$ cat src/shared/gil_pkg.sv
// Purpose: shared constants of the gpio latch, pwm and pad isolation block
// Assumes: aclk at 40 MHz, registers reached over axi4-lite
// Notes:   offsets are byte addresses, one aligned word per register
package gil_pkg;

  // clock and sampling rates
  localparam int unsigned CLK_HZ       = 40000000;
  localparam int unsigned SAMP_FAST_HZ = 12000000;  // working state
  localparam int unsigned SAMP_SLOW_HZ = 32768;     // sleep states
  localparam int unsigned PWM_CLK_HZ   = 32768;
  localparam int unsigned FAST_CYC     = CLK_HZ / SAMP_FAST_HZ;
  localparam int unsigned SLOW_CYC     = CLK_HZ / SAMP_SLOW_HZ;
  localparam int unsigned PWM_CYC      = CLK_HZ / PWM_CLK_HZ;
  localparam int          CNT_W        = 11;
  localparam logic [10:0] FAST_RLD     = 11'(FAST_CYC - 1);
  localparam logic [10:0] SLOW_RLD     = 11'(SLOW_CYC - 1);
  localparam logic [10:0] PWM_RLD      = 11'(PWM_CYC - 1);

  // pwm widths
  localparam int ACC_W  = 24;
  localparam int STEP_W = 16;
  localparam int THR_W  = 8;

  // register offsets
  localparam logic [11:0] OFS_CTRL = 12'h000;
  localparam logic [11:0] OFS_INV  = 12'h004;
  localparam logic [11:0] OFS_STS  = 12'h008;
  localparam logic [11:0] OFS_MASK = 12'h00C;
  localparam logic [11:0] OFS_NMI  = 12'h010;
  localparam logic [11:0] OFS_WAKE = 12'h014;
  localparam logic [11:0] OFS_OWN  = 12'h018;
  localparam logic [3:0]  PG_PAD   = 4'h1;    // pad_config_word0 at 0x100 + 4*pad
  localparam logic [3:0]  PG_PWM   = 4'h2;    // pwm_control at 0x200 + 4*channel

  // field positions
  localparam int CTRL_SLEEP = 0;
  localparam int CTRL_DEEP  = 1;
  localparam int CFG_TXD    = 0;
  localparam int CFG_TXDIS  = 8;
  localparam int CFG_RXDIS  = 9;
  localparam int CFG_MODE   = 10;
  localparam int CFG_RSEL   = 13;
  localparam int CFG_TERM   = 14;
  localparam int PWM_THR    = 0;
  localparam int PWM_STEP   = 8;
  localparam int PWM_COMMIT = 30;
  localparam int PWM_EN     = 31;

  // pad modes and bus answers
  localparam logic [2:0] MODE_GPIO   = 3'h0;
  localparam logic [2:0] MODE_NAT1   = 3'h1;
  localparam logic [2:0] MODE_PWM    = 3'h4;
  localparam logic [1:0] RESP_OKAY   = 2'h0;
  localparam logic [1:0] RESP_SLVERR = 2'h2;

endpackage
$ cat src/rtl/gil_latch.sv
// Purpose: sticky input status for a vector of sampled inputs
// Assumes: act is already polarity corrected and gated
// Notes:   a set in the clearing cycle wins over the clear
`timescale 1ns/1ps
`default_nettype none
module gil_latch #(
  parameter int W = 4
) (
  // clock and reset
  input  wire logic         aclk,
  input  wire logic         aresetn,
  // sampling
  input  wire logic         tick,
  input  wire logic [W-1:0] act,
  input  wire logic [W-1:0] clr,
  // status
  output logic [W-1:0]      sts
);
  import gil_pkg::*;

  typedef struct packed {
    logic [W-1:0] prev;
    logic [W-1:0] sts;
  } gil_lat_t;

  gil_lat_t     r;
  gil_lat_t     next_r;
  logic [W-1:0] set;

  // two consecutive active samples set the bit
  always_comb begin
    next_r = r;
    set = tick ? (act & r.prev) : '0;                    // RULE_07
    if (tick) begin
      next_r.prev = act;
    end
    next_r.sts = (r.sts & ~clr) | set;                   // RULE_11
  end

  // state register
  always_ff @(posedge aclk) begin
    if (!aresetn) begin
      r <= '0;
    end else begin
      r <= next_r;
    end
  end

  assign sts = r.sts;
endmodule
`default_nettype wire

$ cat src/rtl/gil_pwm.sv
// Purpose: one blink/pwm channel with staged settings
// Assumes: tick is a one-cycle pwm clock strobe
// Notes:   step is 8.8 fixed point added into the upper accumulator bits
`timescale 1ns/1ps
`default_nettype none
module gil_pwm (
  // clock and reset
  input  wire logic                       aclk,
  input  wire logic                       aresetn,
  // settings
  input  wire logic                       tick,
  input  wire logic                       en,
  input  wire logic [gil_pkg::STEP_W-1:0] step,
  input  wire logic [gil_pkg::THR_W-1:0]  thr,
  input  wire logic                       commit,
  // state
  output logic                            pend,
  output logic                            out
);
  import gil_pkg::*;

  typedef struct packed {
    logic [ACC_W-1:0]  acc;
    logic [STEP_W-1:0] step;
    logic [THR_W-1:0]  thr;
    logic              pend;
    logic              out;
  } gil_pwm_t;

  gil_pwm_t        r;
  gil_pwm_t        next_r;
  logic [ACC_W:0]  sum;

  // accumulate, wrap, compare, apply staged settings
  always_comb begin
    next_r = r;
    sum = {1'b0, r.acc} + {1'b0, r.step, 8'h00};       // RULE_03
    next_r.pend = r.pend | commit;
    if (!en) begin
      next_r.acc = '0;
      next_r.out = 1'b0;
      if (r.pend) begin
        next_r.step = step;
        next_r.thr  = thr;
        next_r.pend = commit;
      end
    end else if (tick) begin
      next_r.acc = sum[ACC_W-1:0];
      if (sum[ACC_W]) begin
        next_r.out = 1'b0;                               // RULE_04
        if (r.pend) begin
          next_r.step = step;                            // RULE_05
          next_r.thr  = thr;
          next_r.pend = commit;
        end
      end else begin
        next_r.out = (r.step != '0) && (sum[ACC_W-1:ACC_W-8] >= r.thr); // RULE_04 RULE_06
      end
    end
  end

  // state register
  always_ff @(posedge aclk) begin
    if (!aresetn) begin
      r <= '0;
    end else begin
      r <= next_r;
    end
  end

  assign pend = r.pend;
  assign out  = r.out;
endmodule
`default_nettype wire

$ cat src/rtl/gil_top.sv
// Purpose: gpio pads with sticky input status, pwm outputs and sleep isolation
// Assumes: aclk 40 MHz, axi4-lite slave, one write and one read in flight
// Notes:   pad and platform reset pins pass two flops before use
//
// Function
// [RULE_01] firmware first writes step and threshold, commits, then enables pwm
// [RULE_02] firmware changes running pwm by writing settings then commit only
// [RULE_03] each pwm clock adds step to 24-bit accumulator; overflow starts period
// [RULE_04] period starts low, goes high at threshold, stays high until overflow
// [RULE_05] committed settings apply at next period start; commit bit self-clears
// [RULE_06] threshold compares against the top eight accumulator bits
// [RULE_07] input active two consecutive samples sets sticky status until cleared
// [RULE_08] polarity invert selects active level; nmi status ignores it
// [RULE_09] working state samples inputs at 12 MHz; code strobes every 3 aclk cycles, 13.33 MHz
// [RULE_10] sleep states sample inputs at 32.768 kHz; code strobes every 1220 aclk cycles, 32.79 kHz
// [RULE_11] input still active after clear sets status again
// [RULE_12] primary domain inputs raise no wake in deep sleep
// [RULE_13] selected platform reset forces receive disable to one, fields to default
// [RULE_14] selected platform reset forces transmit disable to one
// [RULE_15] selected platform reset returns a gpio-default pad to gpio mode
// [RULE_16] firmware may disable paths and pull-ups before sleep, restore after
// [RULE_17] firmware leaves reset select at default on native-default pads
// [RULE_18] pads owned by management engine ignore host writes
//
// Local design decisions: register access over AXI4-Lite and the address map.
`timescale 1ns/1ps
`default_nettype none
module gil_top #(
  parameter int              NPAD       = 4,
  parameter int              NPWM       = 2,
  parameter logic [NPAD-1:0] PRIMARY    = 4'h3,
  parameter logic [NPAD-1:0] NATIVE_DEF = 4'h8
) (
  // clock and reset
  input  wire logic            aclk,
  input  wire logic            aresetn,
  // axi4-lite write address and data
  input  wire logic [11:0]     awaddr,
  input  wire logic            awvalid,
  output logic                 awready,
  input  wire logic [31:0]     wdata,
  input  wire logic [3:0]      wstrb,
  input  wire logic            wvalid,
  output logic                 wready,
  // axi4-lite write response
  output logic [1:0]           bresp,
  output logic                 bvalid,
  input  wire logic            bready,
  // axi4-lite read
  input  wire logic [11:0]     araddr,
  input  wire logic            arvalid,
  output logic                 arready,
  output logic [31:0]          rdata,
  output logic [1:0]           rresp,
  output logic                 rvalid,
  input  wire logic            rready,
  // pads and system
  input  wire logic [NPAD-1:0] pad_in,
  output logic [NPAD-1:0]      pad_out,
  output logic [NPAD-1:0]      pad_oe,
  input  wire logic            platform_reset_n,
  input  wire logic [NPAD-1:0] management_engine_own,
  // events
  output logic                 irq,
  output logic                 wake
);
  import gil_pkg::*;

  ////////////////////////////////////////////////////////////
  // state and signals

  typedef struct packed {
    logic                         awready;
    logic                         wready;
    logic                         bvalid;
    logic                         arready;
    logic                         rvalid;
    logic [1:0]                   bresp;
    logic [1:0]                   rresp;
    logic [31:0]                  rdata;
    logic                         aw_h;
    logic                         w_h;
    logic [11:0]                  wa;
    logic [31:0]                  wd;
    logic [3:0]                   ws;
    logic [NPAD-1:0]              s1;
    logic [NPAD-1:0]              s2;
    logic [NPAD-1:0]              inv;
    logic [NPAD-1:0]              mask;
    logic [NPAD-1:0]              txd;
    logic [NPAD-1:0]              txdis;
    logic [NPAD-1:0]              rxdis;
    logic [NPAD-1:0]              rsel;
    logic [NPAD-1:0][2:0]         mode;
    logic [NPAD-1:0][1:0]         term;
    logic                         plt1;
    logic                         plt2;
    logic                         sleep;
    logic                         deep;
    logic [NPWM-1:0][STEP_W-1:0]  step;
    logic [NPWM-1:0][THR_W-1:0]   thr;
    logic [NPWM-1:0]              pen;
    logic [NPWM-1:0]              pcom;
    logic [CNT_W-1:0]             scnt;
    logic [CNT_W-1:0]             pcnt;
    logic                         stick;
    logic                         ptick;
    logic                         irq;
    logic                         wake;
    logic [NPAD-1:0]              pout;
    logic [NPAD-1:0]              poe;
  } gil_st_t;

  gil_st_t         r;
  gil_st_t         next_r;
  logic [NPAD-1:0] sts;
  logic [NPAD-1:0] nmi;
  logic [NPAD-1:0] sclr;
  logic [NPAD-1:0] nclr;
  logic [NPAD-1:0] act;
  logic [NPAD-1:0] raw;
  logic [NPAD-1:0] pw;
  logic [NPAD-1:0] pw_cap;
  logic [NPAD-1:0] prst;
  logic [NPWM-1:0] pend;
  logic [NPWM-1:0] pwm_o;
  logic            wr_fire;
  logic            own_blk;
  logic [32:0]     wold;
  logic [32:0]     rd;
  logic [31:0]     wv;
  int unsigned     wk;

  // default mode per pad after reset
  function automatic logic [NPAD-1:0][2:0] mode_dflt();
    logic [NPAD-1:0][2:0] m;
    for (int i = 0; i < NPAD; i++) begin
      m[i] = NATIVE_DEF[i] ? MODE_NAT1 : MODE_GPIO;
    end
    return m;
  endfunction

  localparam logic [NPAD-1:0][2:0] MODE_RST = mode_dflt();

  // byte-lane merge of a write into the current value
  function automatic logic [31:0] merge(input logic [31:0] o, input logic [31:0] d, input logic [3:0] s);
    logic [31:0] m;
    for (int b = 0; b < 4; b++) begin
      m[8*b +: 8] = {8{s[b]}};
    end
    return (o & ~m) | (d & m);
  endfunction

  // read mux; top bit marks a mapped address
  function automatic logic [32:0] rdmux(input logic [11:0] a);
    logic [32:0] v;
    int unsigned k;
    v = {1'b1, 32'h0};
    k = 32'(a[7:2]);
    if (a == OFS_CTRL) begin
      v[1:0] = {r.deep, r.sleep};
    end else if (a == OFS_INV) begin
      v[NPAD-1:0] = r.inv;
    end else if (a == OFS_STS) begin
      v[NPAD-1:0] = sts;
    end else if (a == OFS_MASK) begin
      v[NPAD-1:0] = r.mask;
    end else if (a == OFS_NMI) begin
      v[NPAD-1:0] = nmi;
    end else if (a == OFS_WAKE) begin
      v[NPAD-1:0] = sts & ~(r.deep ? PRIMARY : '0);
    end else if (a == OFS_OWN) begin
      v[NPAD-1:0] = management_engine_own;
    end else if (a[11:8] == PG_PAD && a[1:0] == 2'h0 && k < NPAD) begin
      v[15:0] = {r.term[k], r.rsel[k], r.mode[k], r.rxdis[k], r.txdis[k], 6'h00,
                 r.s2[k] & ~r.rxdis[k], r.txd[k]};
    end else if (a[11:8] == PG_PWM && a[1:0] == 2'h0 && k < NPWM) begin
      v[31:0] = {r.pen[k], pend[k], 6'h00, r.step[k], r.thr[k]};
    end else begin
      v = 33'h0;
    end
    return v;
  endfunction

  ////////////////////////////////////////////////////////////
  // next state

  always_comb begin
    next_r = r;
    sclr = '0;
    nclr = '0;
    own_blk = 1'b0;
    next_r.pcom = '0;
    // pin synchronisers
    next_r.s1 = pad_in;
    next_r.s2 = r.s1;
    next_r.plt1 = platform_reset_n;
    next_r.plt2 = r.plt1;
    // sample strobe, rate follows power state
    next_r.stick = (r.scnt == '0);
    next_r.scnt = r.scnt - 11'h001;
    if (r.scnt == '0) begin
      next_r.scnt = r.sleep ? SLOW_RLD : FAST_RLD;  // RULE_09 RULE_10
    end
    // pwm clock strobe
    next_r.ptick = (r.pcnt == '0);
    next_r.pcnt = (r.pcnt == '0) ? PWM_RLD : r.pcnt - 11'h001;
    // write channel capture
    if (awvalid && r.awready) begin
      next_r.aw_h = 1'b1;
      next_r.wa = awaddr;
    end
    if (wvalid && r.wready) begin
      next_r.w_h = 1'b1;
      next_r.wd = wdata;
      next_r.ws = wstrb;
    end
    // write execute once both halves are held
    wr_fire = r.aw_h && r.w_h && !r.bvalid;
    wold = rdmux(r.wa);
    wv = merge(wold[31:0], r.wd, r.ws);
    wk = 32'(r.wa[7:2]);
    if (wr_fire) begin
      next_r.aw_h = 1'b0;
      next_r.w_h = 1'b0;
      next_r.bvalid = 1'b1;
      next_r.bresp = wold[32] ? RESP_OKAY : RESP_SLVERR;
      if (r.wa == OFS_CTRL) begin
        next_r.sleep = wv[CTRL_SLEEP];
        next_r.deep = wv[CTRL_DEEP];
      end else if (r.wa == OFS_INV) begin
        next_r.inv = wv[NPAD-1:0];
      end else if (r.wa == OFS_MASK) begin
        next_r.mask = wv[NPAD-1:0];
      end else if (wold[32] && r.wa[11:8] == PG_PAD) begin
        if (management_engine_own[wk]) begin
          own_blk = 1'b1;                                // RULE_18
        end else begin
          next_r.txd[wk] = wv[CFG_TXD];
          next_r.txdis[wk] = wv[CFG_TXDIS];
          next_r.rxdis[wk] = wv[CFG_RXDIS];
          next_r.mode[wk] = wv[CFG_MODE +: 3];
          next_r.rsel[wk] = wv[CFG_RSEL];
          next_r.term[wk] = wv[CFG_TERM +: 2];
        end
      end else if (wold[32] && r.wa[11:8] == PG_PWM) begin
        next_r.thr[wk] = wv[PWM_THR +: THR_W];
        next_r.step[wk] = wv[PWM_STEP +: STEP_W];
        next_r.pen[wk] = wv[PWM_EN];
        next_r.pcom[wk] = r.ws[3] && r.wd[PWM_COMMIT];
      end
    end else if (r.bvalid && bready) begin
      next_r.bvalid = 1'b0;
    end
    // read channel; status reads clear
    rd = rdmux(araddr);
    if (arvalid && r.arready) begin
      next_r.rvalid = 1'b1;
      next_r.rdata = rd[31:0];
      next_r.rresp = rd[32] ? RESP_OKAY : RESP_SLVERR;
      sclr = (araddr == OFS_STS) ? '1 : '0;
      nclr = (araddr == OFS_NMI) ? '1 : '0;
    end else if (r.rvalid && rready) begin
      next_r.rvalid = 1'b0;
    end
    next_r.awready = !next_r.aw_h && !next_r.bvalid;
    next_r.wready = !next_r.w_h && !next_r.bvalid;
    next_r.arready = !next_r.rvalid;
    // platform reset on selected pads wins over a host write
    next_r.txdis = next_r.txdis | prst;                  // RULE_14
    next_r.rxdis = next_r.rxdis | prst;                  // RULE_13
    next_r.txd = next_r.txd & ~prst;
    next_r.rsel = next_r.rsel & ~prst;
    for (int i = 0; i < NPAD; i++) begin
      if (prst[i]) begin
        next_r.mode[i] = MODE_RST[i];                    // RULE_15
        next_r.term[i] = 2'h0;                           // RULE_13
      end
    end
    // interrupt and wake, deep sleep drops primary pads from wake
    next_r.irq = |(sts & r.mask);
    next_r.wake = r.sleep && |(sts & ~(r.deep ? PRIMARY : '0)); // RULE_12
    // pad drive
    for (int i = 0; i < NPAD; i++) begin
      next_r.pout[i] = (r.mode[i] == MODE_PWM) ? pw[i] : r.txd[i];
      next_r.poe[i] = !r.txdis[i] && (r.mode[i] == MODE_GPIO || (r.mode[i] == MODE_PWM && pw_cap[i])); // RULE_14
    end
  end

  // inputs seen by the latches
  assign prst = {NPAD{!r.plt2}} & r.rsel;
  assign act  = ~r.rxdis & (r.s2 ^ r.inv);                // RULE_08
  assign raw  = ~r.rxdis & r.s2;                          // RULE_08

  ////////////////////////////////////////////////////////////
  // state register

  always_ff @(posedge aclk) begin
    if (!aresetn) begin
      r <= '0;
      r.txdis <= '1;
      r.rxdis <= '1;
      r.mode <= MODE_RST;
      r.plt1 <= 1'b1;
      r.plt2 <= 1'b1;
    end else begin
      r <= next_r;
    end
  end

  ////////////////////////////////////////////////////////////
  // submodules

  // sticky status, polarity applied
  gil_latch #(.W(NPAD)) u_sts (
    .aclk    (aclk),
    .aresetn (aresetn),
    .tick    (r.stick),
    .act     (act),
    .clr     (sclr),
    .sts     (sts)
  );

  // nmi status, raw level
  gil_latch #(.W(NPAD)) u_nmi (
    .aclk    (aclk),
    .aresetn (aresetn),
    .tick    (r.stick),
    .act     (raw),
    .clr     (nclr),
    .sts     (nmi)
  );

  // pwm channels and their pad mapping
  genvar g;
  generate
    for (g = 0; g < NPAD; g++) begin : g_pad
      if (g < NPWM) begin : g_ch
        gil_pwm u_pwm (
          .aclk    (aclk),
          .aresetn (aresetn),
          .tick    (r.ptick),
          .en      (r.pen[g]),
          .step    (r.step[g]),
          .thr     (r.thr[g]),
          .commit  (r.pcom[g]),
          .pend    (pend[g]),
          .out     (pwm_o[g])
        );
        assign pw[g]     = pwm_o[g];
        assign pw_cap[g] = 1'b1;
      end else begin : g_no
        assign pw[g]     = 1'b0;
        assign pw_cap[g] = 1'b0;
      end
    end
  endgenerate

  // outputs from flops
  assign awready = r.awready;
  assign wready  = r.wready;
  assign bvalid  = r.bvalid;
  assign bresp   = r.bresp;
  assign arready = r.arready;
  assign rvalid  = r.rvalid;
  assign rdata   = r.rdata;
  assign rresp   = r.rresp;
  assign pad_out = r.pout;
  assign pad_oe  = r.poe;
  assign irq     = r.irq;
  assign wake    = r.wake;
endmodule
`default_nettype wire

$ cat config.mk
export PLATFORM = sky130hd
export DESIGN_NAME = gil_top
export DESIGN_NICKNAME = d
export VERILOG_FILES = /design/src/shared/gil_pkg.sv /design/src/rtl/gil_latch.sv /design/src/rtl/gil_pwm.sv /design/src/rtl/gil_top.sv
export SDC_FILE = /design/constraint.sdc
export NUM_CORES = 1
export LEC_CHECK = 0
export BUFFER_PORTS_ARGS = -buffer_cell sky130_fd_sc_hd__buf_2
export CAP_MARGIN = 10
export CELL_PAD_IN_SITES_DETAIL_PLACEMENT = 2
export CELL_PAD_IN_SITES_GLOBAL_PLACEMENT = 2
export CORE_MARGIN = 5
export CORE_UTILIZATION = 33
export DETAILED_ROUTE_END_ITERATION = 16
export PLACE_DENSITY_LB_ADDON = 0.1
export SLEW_MARGIN = 20
export SYNTH_ARGS = -nofsm -noshare
export SYNTH_HDL_FRONTEND = slang
export SYNTH_SLANG_ARGS = --single-unit
$ cat constraint.sdc
create_clock -name aclk -period 2.7 [get_ports aclk]
set_input_delay 0.54 -clock aclk [delete_from_list [all_inputs] [get_ports aclk]]
set_output_delay 0.54 -clock aclk [all_outputs]
set_load 0.05 [all_outputs]
==> results of run 1 <==
[report_power, final]
| part | leakage (nW) | internal (mW) | total (mW) | switching, mW |
|---|---|---|---|---|
| logic | 4.34 | 0.584 | 1.50 | 0.916 |
| registers | 2.58 | 4.91 | 5.11 | 0.195 |
| clock network | 0.706 | 3.59 | 5.88 | 2.28 |
[worst reg2reg max path, delay by kind of cell, from the launching register on]
kind | cells | cell delay [ns]
AND/OR/NAND/NOR | 3 | 0.34
adder cells (fa/ha/maj) | 3 | 0.76
flip-flops | 1 | 0.35
AO/OA/AOI/OAI | 9 | 1.46
buffers and inverters | 1 | 0.03
[metal layers]
metal	GRT usage	up-vias	routed length, microns
met1	0.271	7515	26300
li1	-	7094	-
met4	0.0783	0	2230
met5	0	-	0
met2	0.405	197	30700
met3	0.0269	90	1620
[cell families after synthesis]
family          Yosys count
simple gates            716
compound gates          409
flops                   319
buf+inv                 220
mux                     165
fa+ha+maj                52
xor+xnor                 38
other cells               1
[sequential cells by signal, indices dropped and copies added (netlist names), 2 cells and up]
register               count
u_sts.r                    4
pad_out                    4
u_nmi.r                    4
next_r                     5
g_pad.g_ch.u_pwm.out       2
r                        171
pad_oe                     4
g_pad.g_ch.u_pwm.pend      2
rdata                     26
g_pad.g_ch.u_pwm.r        80
u_nmi.sts                  4
u_sts.sts                  4
[through the flow]
step | worst slack [ns] | cells
after floorplan | -0.191 | 1927
after global placement | -0.424 | 2709
after detailed placement | -0.458 | 2709
after CTS | -0.331 | 2787
after global routing | -0.507 | 2790
final | -0.349 | 2790
[timing repair]
item,CTS,global route
setup endpoints to repair,38,72
gates cloned,0,1
pin swaps,12,5
buffers inserted,6,2
endpoints found under the hold margin,0,0
hold buffers,0,0
resized for setup,12,22
[Yosys cell counts (12+ instances only)]
master | n | area share
nand2_1 | 310 | 0.072
and2_1 | 17 | 0.0066
nand3_1 | 44 | 0.014
o22ai_1 | 27 | 0.010
nor4_1 | 21 | 0.0081
mux2i_1 | 135 | 0.083
a21oi_1 | 170 | 0.052
a21o_1 | 17 | 0.0079
inv_1 | 57 | 0.013
nor2b_1 | 27 | 0.010
nor3_1 | 56 | 0.017
nor2_1 | 166 | 0.038
o21ai_0 | 37 | 0.011
xor2_1 | 13 | 0.0070
mux4_2 | 21 | 0.029
buf_2 | 19 | 0.0059
a211o_1 | 12 | 0.0065
buf_1 | 13 | 0.0030
buf_4 | 47 | 0.022
clkbuf_1 | 80 | 0.019
a211oi_1 | 29 | 0.013
o21a_1 | 13 | 0.0060
xnor2_1 | 25 | 0.013
dfxtp_1 | 319 | 0.39
a22oi_1 | 16 | 0.0074
ha_1 | 50 | 0.039
[path summary, 6_finish.rpt]
kind	start	endpoint	slack (ns)	depth (start not counted)
max	g_pad[0].g_ch.u_pwm.r[10]	g_pad[0].g_ch.u_pwm.out	-0.35	16
min	platform_reset_n	next_r[88]	0.16	2
max reg2reg	g_pad[0].g_ch.u_pwm.r[10]	g_pad[0].g_ch.u_pwm.out	-0.35	16
min reg2reg	next_r[88]	r[88]	0.41	1
[layout make-up]
cell class	count	area, sq um
Clock buffer	52	1150
Clock inverter	20	289
Fill cell	5390	28700
Inverter	58	220
Multi-Input combinational cell	1388	9010
Sequential cell	319	6390
Tap cell	664	831
Timing Repair Buffer	289	2110
==> results.md, run 1 <==
- Hold Fails Final Rpt: 0
- Antenna viol nets, final: 0
- Setup crit end kind: flip-flop
- Nets: 2225
- Area grow syn2layout: 23.3%
- Status: finished with violations
- Post-synthesis cell type count: 76
- CTS sink cnt: roughly 320
- Root Buffer: clkbuf_16
- Type of the worst setup path: flip-flop to flip-flop
- Final TNS setup: -0.559 ns
- Initial Util: 0.333
- CTS H-tree depth: 2
- Placed cell areas: roughly 18000 sq um
- Fmax: 328 MHz
- Remaining DRCs: 0
- Slowest CP cell: dfxtp_2
- Sequential fraction of the synthesis area: 0.394
- Fin util: 0.410
- Maximum clock path buffer count: 3
- Adder-cell share of the synthesized area: 0.0410
- Cells after Synth: around 1900
- Drt wl/cell: 21.8 microns
- First-pass GRT wire length: 95200 microns
- First-pass DRT Iterations: 4
- Avg Inst Size Synth: 8.45 sq um
- Clock transition at the registers of the reported paths: 0.06 ns
- Max stage delay on crit path: between 0.3 and 0.4 ns
- Crit-path leading delay family: compound AO/OA/AOI/OAI gates
- Largest family of logic cells by synthesized area: simple AND/OR/NAND/NOR gates
- Most frequent cells in the layout: dfxtp_1, nand2_1, a21oi_1
- Total Routing Usage GR: 0.223
- Final setup violation count: 2
- Worst slew margin: 0.314
- IR Drop Worst-Case VDD: 454 uV
- Post-synth EDFFs: 0
- Critical path cell sequence: ha_4, inv_2, fa_2, nor2b_2, o31a_1, o21a_1, o21ai_2, a21oi_2, nand2_1, ha_1, nand2b_4, a21o_1, a211o_1, o211ai_1, a21oi_1, a32o_1
- WHS: 0.155 ns
- RSZ-0062 raised after global routing: yes
- Routability cong.: 0.833
- Leak Pwr: around 7.6 nW
- FF+latch count, synth: 319
- Worst EP arrival: 3.51 ns
- Number of core rows: 81
- Post-route total power: roughly 12 mW
- Clock insertion delay at the later pin of the skew report: 0.58 ns
- Yosys warns: 0
- Area share of xor/xnor cells in the synthesized design: 0.0205
- Inserted Diodes: 0
- Leading cell type in the layout, fill and taps excluded: dfxtp_1
- Die X: 232 microns
- Worst EP required: between 3 and 4 ns
- Slew of the pin with the lowest slew margin: 1.03 ns
- Antenna violations before repair: 0
- Worst-path maximum fanout: 4
- Via density: 5.34
- Synth Area in Simple Gates: 0.200
- Cell Area, Synth: 16200 sq um
- Setup Skew: about 0.017 ns
- Worst Hold Class: input pin to flip-flop
- Crit path buf inv count: 1
- Final WS setup: -0.349 ns
- Post-DP HPWL: 45100 microns
- Period utilisation layout: 1.13
- Die area: 53700 sq um
- Routed wire length: 60800 microns
- CORE AREA: 48700 sq um
- CTS tree: yes
- Vias in the first global route: 16500
- Largest net degree at the start of global routing: 63
- Startpoint types: flip-flop
- Die Y: 232 microns
- Grt ovf: 0
- Total of max-cap violations: 0
- Compound-cell area share of the yosys netlist: 0.161
- Routed vias: 14900
- Initial drt markers: approximately 540
- Primary FF master, synth: dfxtp_1
- Multiplexer share of the synthesized area: 0.119
- Pwr/cell area: 624 nW/um^2
- Total CTS buffers: 41
- I/O pins: approximately 130
- Layout cells sized above 1: 0.209
- Period minus WS final: 3.05 ns
- Max-slew violations: 0
- Failing checks: negative setup slack
- Port bufs: 112
- Post-synth ARST share: 0
- Final instance area: between 15000 and 20000 sq um
No activity file was read; power rests on OpenSTA's default activity.
==> run 2: changes to the inputs <==
--- a/config.mk
+++ b/config.mk
@@ -5,12 +5,14 @@
 export SDC_FILE = /design/constraint.sdc
 export NUM_CORES = 1
 export LEC_CHECK = 0
+export ABC_AREA = 1
 export BUFFER_PORTS_ARGS = -buffer_cell sky130_fd_sc_hd__buf_2
 export CAP_MARGIN = 10
 export CELL_PAD_IN_SITES_DETAIL_PLACEMENT = 2
 export CELL_PAD_IN_SITES_GLOBAL_PLACEMENT = 2
+export CORE_ASPECT_RATIO = 0.5
 export CORE_MARGIN = 5
-export CORE_UTILIZATION = 33
+export CORE_UTILIZATION = 31
 export DETAILED_ROUTE_END_ITERATION = 16
 export PLACE_DENSITY_LB_ADDON = 0.1
 export SLEW_MARGIN = 20
==> results.md, run 2 <==
- Grt ovf: 0
- Total Routing Usage GR: 0.222
- Most frequent cell after synthesis: nand2_1
- Seq pwr share: 0.440
- Clock transition at the registers of the reported paths: ~0.070 ns
- Top reg by flops: r
- CTS sink cnt: roughly 320
- Fmax: approximately 330 MHz
- Yosys warns: 0
- Worst-path maximum fanout: 3
- Layout cells sized above 1: 0.162
- Clock power share: 0.423
- Final setup violation count: 3
- Max stage delay on crit path: roughly 0.37 ns
- Crit path buf inv count: 2
- Die X: 337 microns
- Worst slew margin: 0.487
- Dominant cell type by area after synthesis: dfxtp_1
- Worst EP required: 3.14 ns
- Post-DP HPWL: 49000 microns
- Top cells by count, synth: nand2_1, nor2_1, dfxtp_1, inv_1, o21ai_0
- Primary FF master, synth: dfxtp_1
- Startpoint types: flip-flop
- Fin util: 0.377
- Leading cell type in the layout, fill and taps excluded: nand2_1
- First-pass DRT Iterations: 6
- Critical path cell sequence: ha_4, inv_2, fa_2, o21ai_4, nand2_2, nand2_2, a21boi_4, o21ai_2, xor2_1, inv_1, ha_4, a21oi_4, o21ai_2, a21oi_2, o41ai_2, o41ai_2, nand2_1, nor3b_2
- IR Drop Worst-Case VDD: about 320 uV
- Largest net degree at the start of global routing: approximately 70
- Die area: 58600 sq um
- CTS Hold Bufs: 0
- Period utilisation layout: 1.12
- Setup crit end kind: flip-flop
- Top cell type's share of synthesized area: 0.384
- Sequential fraction of the synthesis area: 0.384
- Synth area leaders: dfxtp_1, nand2_1, nor2_1
- Period minus WS final: between 3 and 4 ns
- Max-slew violations: 0
- Total CTS buffers: 34
- Avg Inst Size Synth: 6.77 sq um
- Worst EP arrival: 3.45 ns
- Hold Fails Final Rpt: 0
- Vias in the first global route: about 18000
- Register area: 6400 sq um
- Routed vias: 16800
- FILL cells: 6344
- FF+latch count, synth: 319
- Worst reg2reg setup slack: -0.31 ns
- Cell Area, Synth: roughly 17000 sq um
- Slew of the pin with the lowest slew margin: 0.762 ns
- WHS: 0.179 ns
- Pwr/cell area: 576 nW/um^2
- CTS H-tree depth: 2
- Cells after Synth: ~2500
- Post-synth EDFFs: 0
- Die Y: around 170 microns
- Final Non-Filler Cells: approximately 3400
- Port bufs: 112
- Type of the worst setup path: flip-flop to flip-flop
- Setup Skew: 0.0216 ns
- Initial drt markers: between 700 and 800
- Gate power share: 0.137
- Status: finished with violations
- Failing checks: negative setup slack
- Maximum clock path buffer count: 3
- Slowest CP cell: fa_2
- Post-synth ARST share: 0
- Net Sw Power: 3.45 mW
- Hold wc startpoint: pad_in[2]
- Most frequent cells in the layout: nand2_1, nor2_1, inv_1
- Number of core rows: 60
- Root Buffer: clkbuf_16
- Initial Util: 0.311
- Leak Pwr: 9.23 nW
- Area grow syn2layout: 21.0%
- Nets: 2740
- Via density: 5.01
- Post-route total power: 11.6 mW
- Crit-path leading delay family: compound AO/OA/AOI/OAI gates
- Routed wire length: 66900 microns
- Switching share of power: 0.298
- Area of the multi-input gates: 8790 sq um
- Drt wl/cell: between 15 and 20 microns
- First-pass GRT wire length: 103000 microns
- Routability cong.: 0.850
- I/O pins: 127
- Cells after DPL: 3262
- Clock insertion delay at the later pin of the skew report: 0.55 ns
- Internal Power: between 8 and 9 mW
- Post-synthesis cell type count: 52
- Largest register FFs: approximately 170
- Total of max-cap violations: 0
- CTS tree: yes
- Place WS: -0.407 ns
- Launch point of the worst reg-to-reg path: g_pad[0].g_ch.u_pwm.r[34]
- Final WS setup: -0.315 ns
- Remaining DRCs: 0
- Worst Hold Class: input pin to flip-flop
- Setup crit start: g_pad[0].g_ch.u_pwm.r[34]
- Antenna violations before repair: 3
- Antenna viol nets, final: 0
- RSZ-0062 raised after global routing: yes
- CORE AREA: approximately 53000 sq um
[run 2: changes by cell type after synthesis, sizes merged, moves of 34 or more]
cell,before,now
nand2,310,510
mux2i,135,0
o21ai,42,224
nor2,166,372
nand3,44,102
nor3,59,25
inv,58,329
[run 2: path summary, 6_finish.rpt]
kind                                  end  cells past startpoint
setup / recovery  g_pad[0].g_ch.u_pwm.out                     18
hold / removal                next_r[136]                      3
setup reg to reg  g_pad[0].g_ch.u_pwm.out                     18
hold reg to reg                     r[88]                      1
[run 2: power by group through the flow]
stage	combinational, mW	sequential (mW)	clock (mW)
finish	1.58	5.10	4.90
global route	1.79	5.13	5.25
CTS	1.61	5.10	5.04
detailed placement	1.59	5.20	0
global placement	1.55	5.19	0
floorplan	1.09	5.13	0
[run 2: worst reg2reg max path, stage by stage (launching register included)]
cell and delay, ns:
dfxtp_2 0.36, ha_4 0.14, inv_2 0.04, fa_2 0.37, o21ai_4 0.18, nand2_2 0.07, nand2_2 0.10, a21boi_4 0.07
o21ai_2 0.17, xor2_1 0.30, inv_1 0.16, ha_4 0.20, a21oi_4 0.15, o21ai_2 0.08, a21oi_2 0.12, o41ai_2 0.09
o41ai_2 0.06, nand2_1 0.08, nor3b_2 0.17
[run 2: kinds of logic (layout without fill, tap and decap cells)]
group	Yosys count	in the layout	share of synthesized area
AOI/OAI and AO/OA	539	540	0.179
xor gates and xnor gates	29	29	0.0153
adders and majority gates	52	52	0.0401
buffers and inverters	462	635	0.119
DFF	319	319	0.384
other	1	9	0.000226
and+or+nand+nor	1053	1053	0.262
[run 2: layout make-up]
cell class	instances	share of cell area
well taps	713	0.0444
inverters	330	0.0619
flip-flops and latches	319	0.318
repair buffers	245	0.0822
clock buffers	47	0.0504
multi-input cells	1682	0.438
diodes	1	0.000124
clock inverters	13	0.00510
[run 2: timing repair]
| action | 4_1_cts | 5_1_grt |
|---|---|---|
| gates cloned | 1 | 1 |
| setup buffers | 18 | 7 |
| pin swaps | 41 | 35 |
| resized for setup | 54 | 48 |
| endpoints found under the setup margin | 16 | 46 |
[run 2: metrics by stage]
step	TNS (ns)	area, sq um
after detailed placement	-1.10	18300
after global routing	-1.15	20100
final	-0.595	20100
after floorplan	0	16600
after CTS	-0.234	19700
after global placement	-0.454	18300
[run 2: layer usage]
metal	global-route usage	vias to the layer above	wire length, microns
met1	0.301	8333	31500
met4	0.0372	2	1010
li1	-	8177	-
met2	0.383	197	32200
met5	0	-	12
met3	0.0292	71	2210
==> run 3: changes to the inputs <==
--- a/config.mk
+++ b/config.mk
@@ -14,6 +14,7 @@
 export CORE_MARGIN = 5
 export CORE_UTILIZATION = 31
 export DETAILED_ROUTE_END_ITERATION = 16
+export GPL_TIMING_DRIVEN = 0
 export PLACE_DENSITY_LB_ADDON = 0.1
 export SLEW_MARGIN = 20
 export SYNTH_ARGS = -nofsm -noshare
==> constraint.sdc (replaced) <==
create_clock -name aclk -period 2.7 [get_ports aclk]
set_input_delay 0.135 -clock aclk [delete_from_list [all_inputs] [get_ports aclk]]
set_output_delay 0.135 -clock aclk [all_outputs]
set_load 0.05 [all_outputs]
==> results.md, run 3 (synthesis results as in run 2) <==
- Register area: 6400 sq um
- Hold wc startpoint: awvalid
- Slew of the pin with the lowest slew margin: between 1 and 1.5 ns
- Worst EP arrival: 3.37 ns
- Initial Util: 0.311
- First-pass GRT wire length: 110000 microns
- Critical path cell sequence: ha_4, inv_2, fa_2, o21ai_4, nand2_2, nand2_2, a21boi_2, o21ai_2, xor2_1, inv_1, ha_4, a21oi_1, o21ai_2, a21oi_2, o41ai_4, o41ai_2, nand2_1, nor3b_2
- Grt ovf: 0
- Pwr/cell area: 593 nW/um^2
- Hold Fails Final Rpt: 0
- Max-slew violations: 0
- Nets: 2811
- IR Drop Worst-Case VDD: 320 uV
- Crit path buf inv count: 2
- Worst Hold Depth: 4
- Worst reg2reg setup slack: -0.24 ns
- Root Buffer: clkbuf_16
- GRT Max-Usage Layer: met2
- Total of max-cap violations: 0
- Clock insertion delay at the later pin of the skew report: about 0.55 ns
- Launch point of the worst reg-to-reg path: g_pad[0].g_ch.u_pwm.r[10]
- Status: finished with violations
- Port bufs: 111
- Worst-path maximum fanout: 3
- Leak Pwr: between 9 and 10 nW
- First-pass DRT Iterations: 5
- Setup Skew: 0.0208 ns
- Largest register FFs: 171
- Worst Hold End: r[187]
- CTS tree: yes
- Met2 usage: 0.421
- Vias in the first global route: roughly 18000
- Top reg by flops: r
- Path depth of the worst reg2reg path: 18
- Total Routing Usage GR: 0.245
- Failing checks: negative setup slack
- Period minus WS final: 2.94 ns
- CORE AREA: 53400 sq um
- Maximum clock path buffer count: 3
- CTS sink cnt: 319
- Die X: 337 microns
- Worst Hold Class: input pin to flip-flop
- I/O pins: between 100 and 150
- Fin util: 0.384
- Area of the multi-input gates: 8760 sq um
- Remaining DRCs: 0
- Die Y: approximately 170 microns
- Number of core rows: 60
- Slowest CP cell: dfxtp_4
- Clock transition at the registers of the reported paths: around 0.070 ns
- Crit-path leading delay family: compound AO/OA/AOI/OAI gates
- Met3 usage: 0.0360
- Antenna viol nets, final: 0
- Post-DP HPWL: 55800 microns
- Type of the worst setup path: flip-flop to flip-flop
- Placed cell areas: around 18000 sq um
- Max stage delay on crit path: 0.37 ns
- FILL cells: between 6000 and 7000
- Fmax: 340 MHz
- Period utilisation layout: 1.09
- Place WS: -0.660 ns
- Met1 Track Usage GR: 0.330
- Routed vias: 17300
- Final TNS setup: -0.369 ns
- Area grow syn2layout: 23.4%
- Total CTS buffers: 35
- Startpoint types: flip-flop
- Via density: 5.07
- Worst slew margin: 0.260
- Layout cells sized above 1: 0.146
- Most frequent cells in the layout: nand2_1, nor2_1, inv_1
- Largest net degree at the start of global routing: 16
- Post-route total power: 12.1 mW
- Final instance area: 20500 sq um
- Routability cong.: slightly above 0.9
- Initial drt markers: 881
- Leading cell type in the layout, fill and taps excluded: nand2_1
- Worst EP required: 3.13 ns
- Final WS setup: -0.239 ns
- Setup crit end kind: flip-flop
- Reg-to-reg endpoint: g_pad[0].g_ch.u_pwm.out
- Final setup violation count: 2
- CTS H-tree depth: 2
- Antenna violations before repair: 4
- RSZ-0062 raised after global routing: yes
- Routed wire length: 74300 microns
- Drt wl/cell: 21.7 microns
- Die area: 58600 sq um
## run 3: cell count changes in the layout (fill, tap and decap cells not counted), moves of 5 or more
cell	before	now
clkbuf_1	5	60
dlygate4sd3_1	0	49
buf_4	126	74
buf_12	5	0
buf_1	0	5
buf_2	111	127
## run 3: power by group
group / total (mW) / switching [mW] / internal (mW)
clock network: 5.32 / 2.19 / 3.13
logic: 1.76 / 1.24 / 0.520
registers: 5.07 / 0.165 / 4.90
total: 12.1 / 3.59 / 8.56
## run 3: how the worst max path moves through the flow
stage	cells past startpoint	start	end	slack (ns)
after CTS	17	g_pad[0].g_ch.u_pwm.r[10]	g_pad[0].g_ch.u_pwm.out	-0.27
after global placement	14	g_pad[0].g_ch.u_pwm.r[15]	g_pad[0].g_ch.u_pwm.out	-0.62
final	18	g_pad[0].g_ch.u_pwm.r[10]	g_pad[0].g_ch.u_pwm.out	-0.24
after floorplan	16	g_pad[0].g_ch.u_pwm.r[15]	g_pad[0].g_ch.u_pwm.out	0.02
after global routing	18	g_pad[0].g_ch.u_pwm.r[10]	g_pad[0].g_ch.u_pwm.out	-0.42
after detailed placement	14	g_pad[0].g_ch.u_pwm.r[15]	g_pad[0].g_ch.u_pwm.out	-0.66
## run 3: routing by layer
layer / vias to the layer above / part of all wire
met5: - / 0.00017
met4: 2 / 0.016
met3: 86 / 0.047
met2: 289 / 0.47
met1: 8626 / 0.46
li1: 8334 / -
## run 3: stage by stage
step                      std cells  hold slack (ns)
after floorplan                2462            0.233
after global placement         3286            0.314
after detailed placement       3286            0.324
after CTS                      3411            0.102
after global routing           3422            0.196
final                          3422            0.168
## run 3: area by class of cell
| cell class | instances | share of cell area |
|---|---|---|
| multi-input combinational | 1681 | 0.427 |
| sequential | 319 | 0.312 |
| inverter | 330 | 0.0607 |
| timing repair buffer | 184 | 0.0598 |
| clock buffer | 49 | 0.0498 |
| tap | 713 | 0.0435 |
| buffer | 132 | 0.0364 |
| clock inverter | 13 | 0.00989 |
| antenna | 1 | 0.000122 |
## run 3: tightest hold or removal path: stages
cell	delay (ns)
buf_2	0.08
nand2_1	0.19
o21ai_0	0.21
a21oi_1	0.05
## run 3: repair_timing
action,in CTS,in global routing
cloned,0,0
resized for setup,64,51
buffers inserted,14,10
hold buffers,49,0
endpoints found under the setup margin,41,59
pin swaps,32,31
endpoints found under the hold margin,52,0
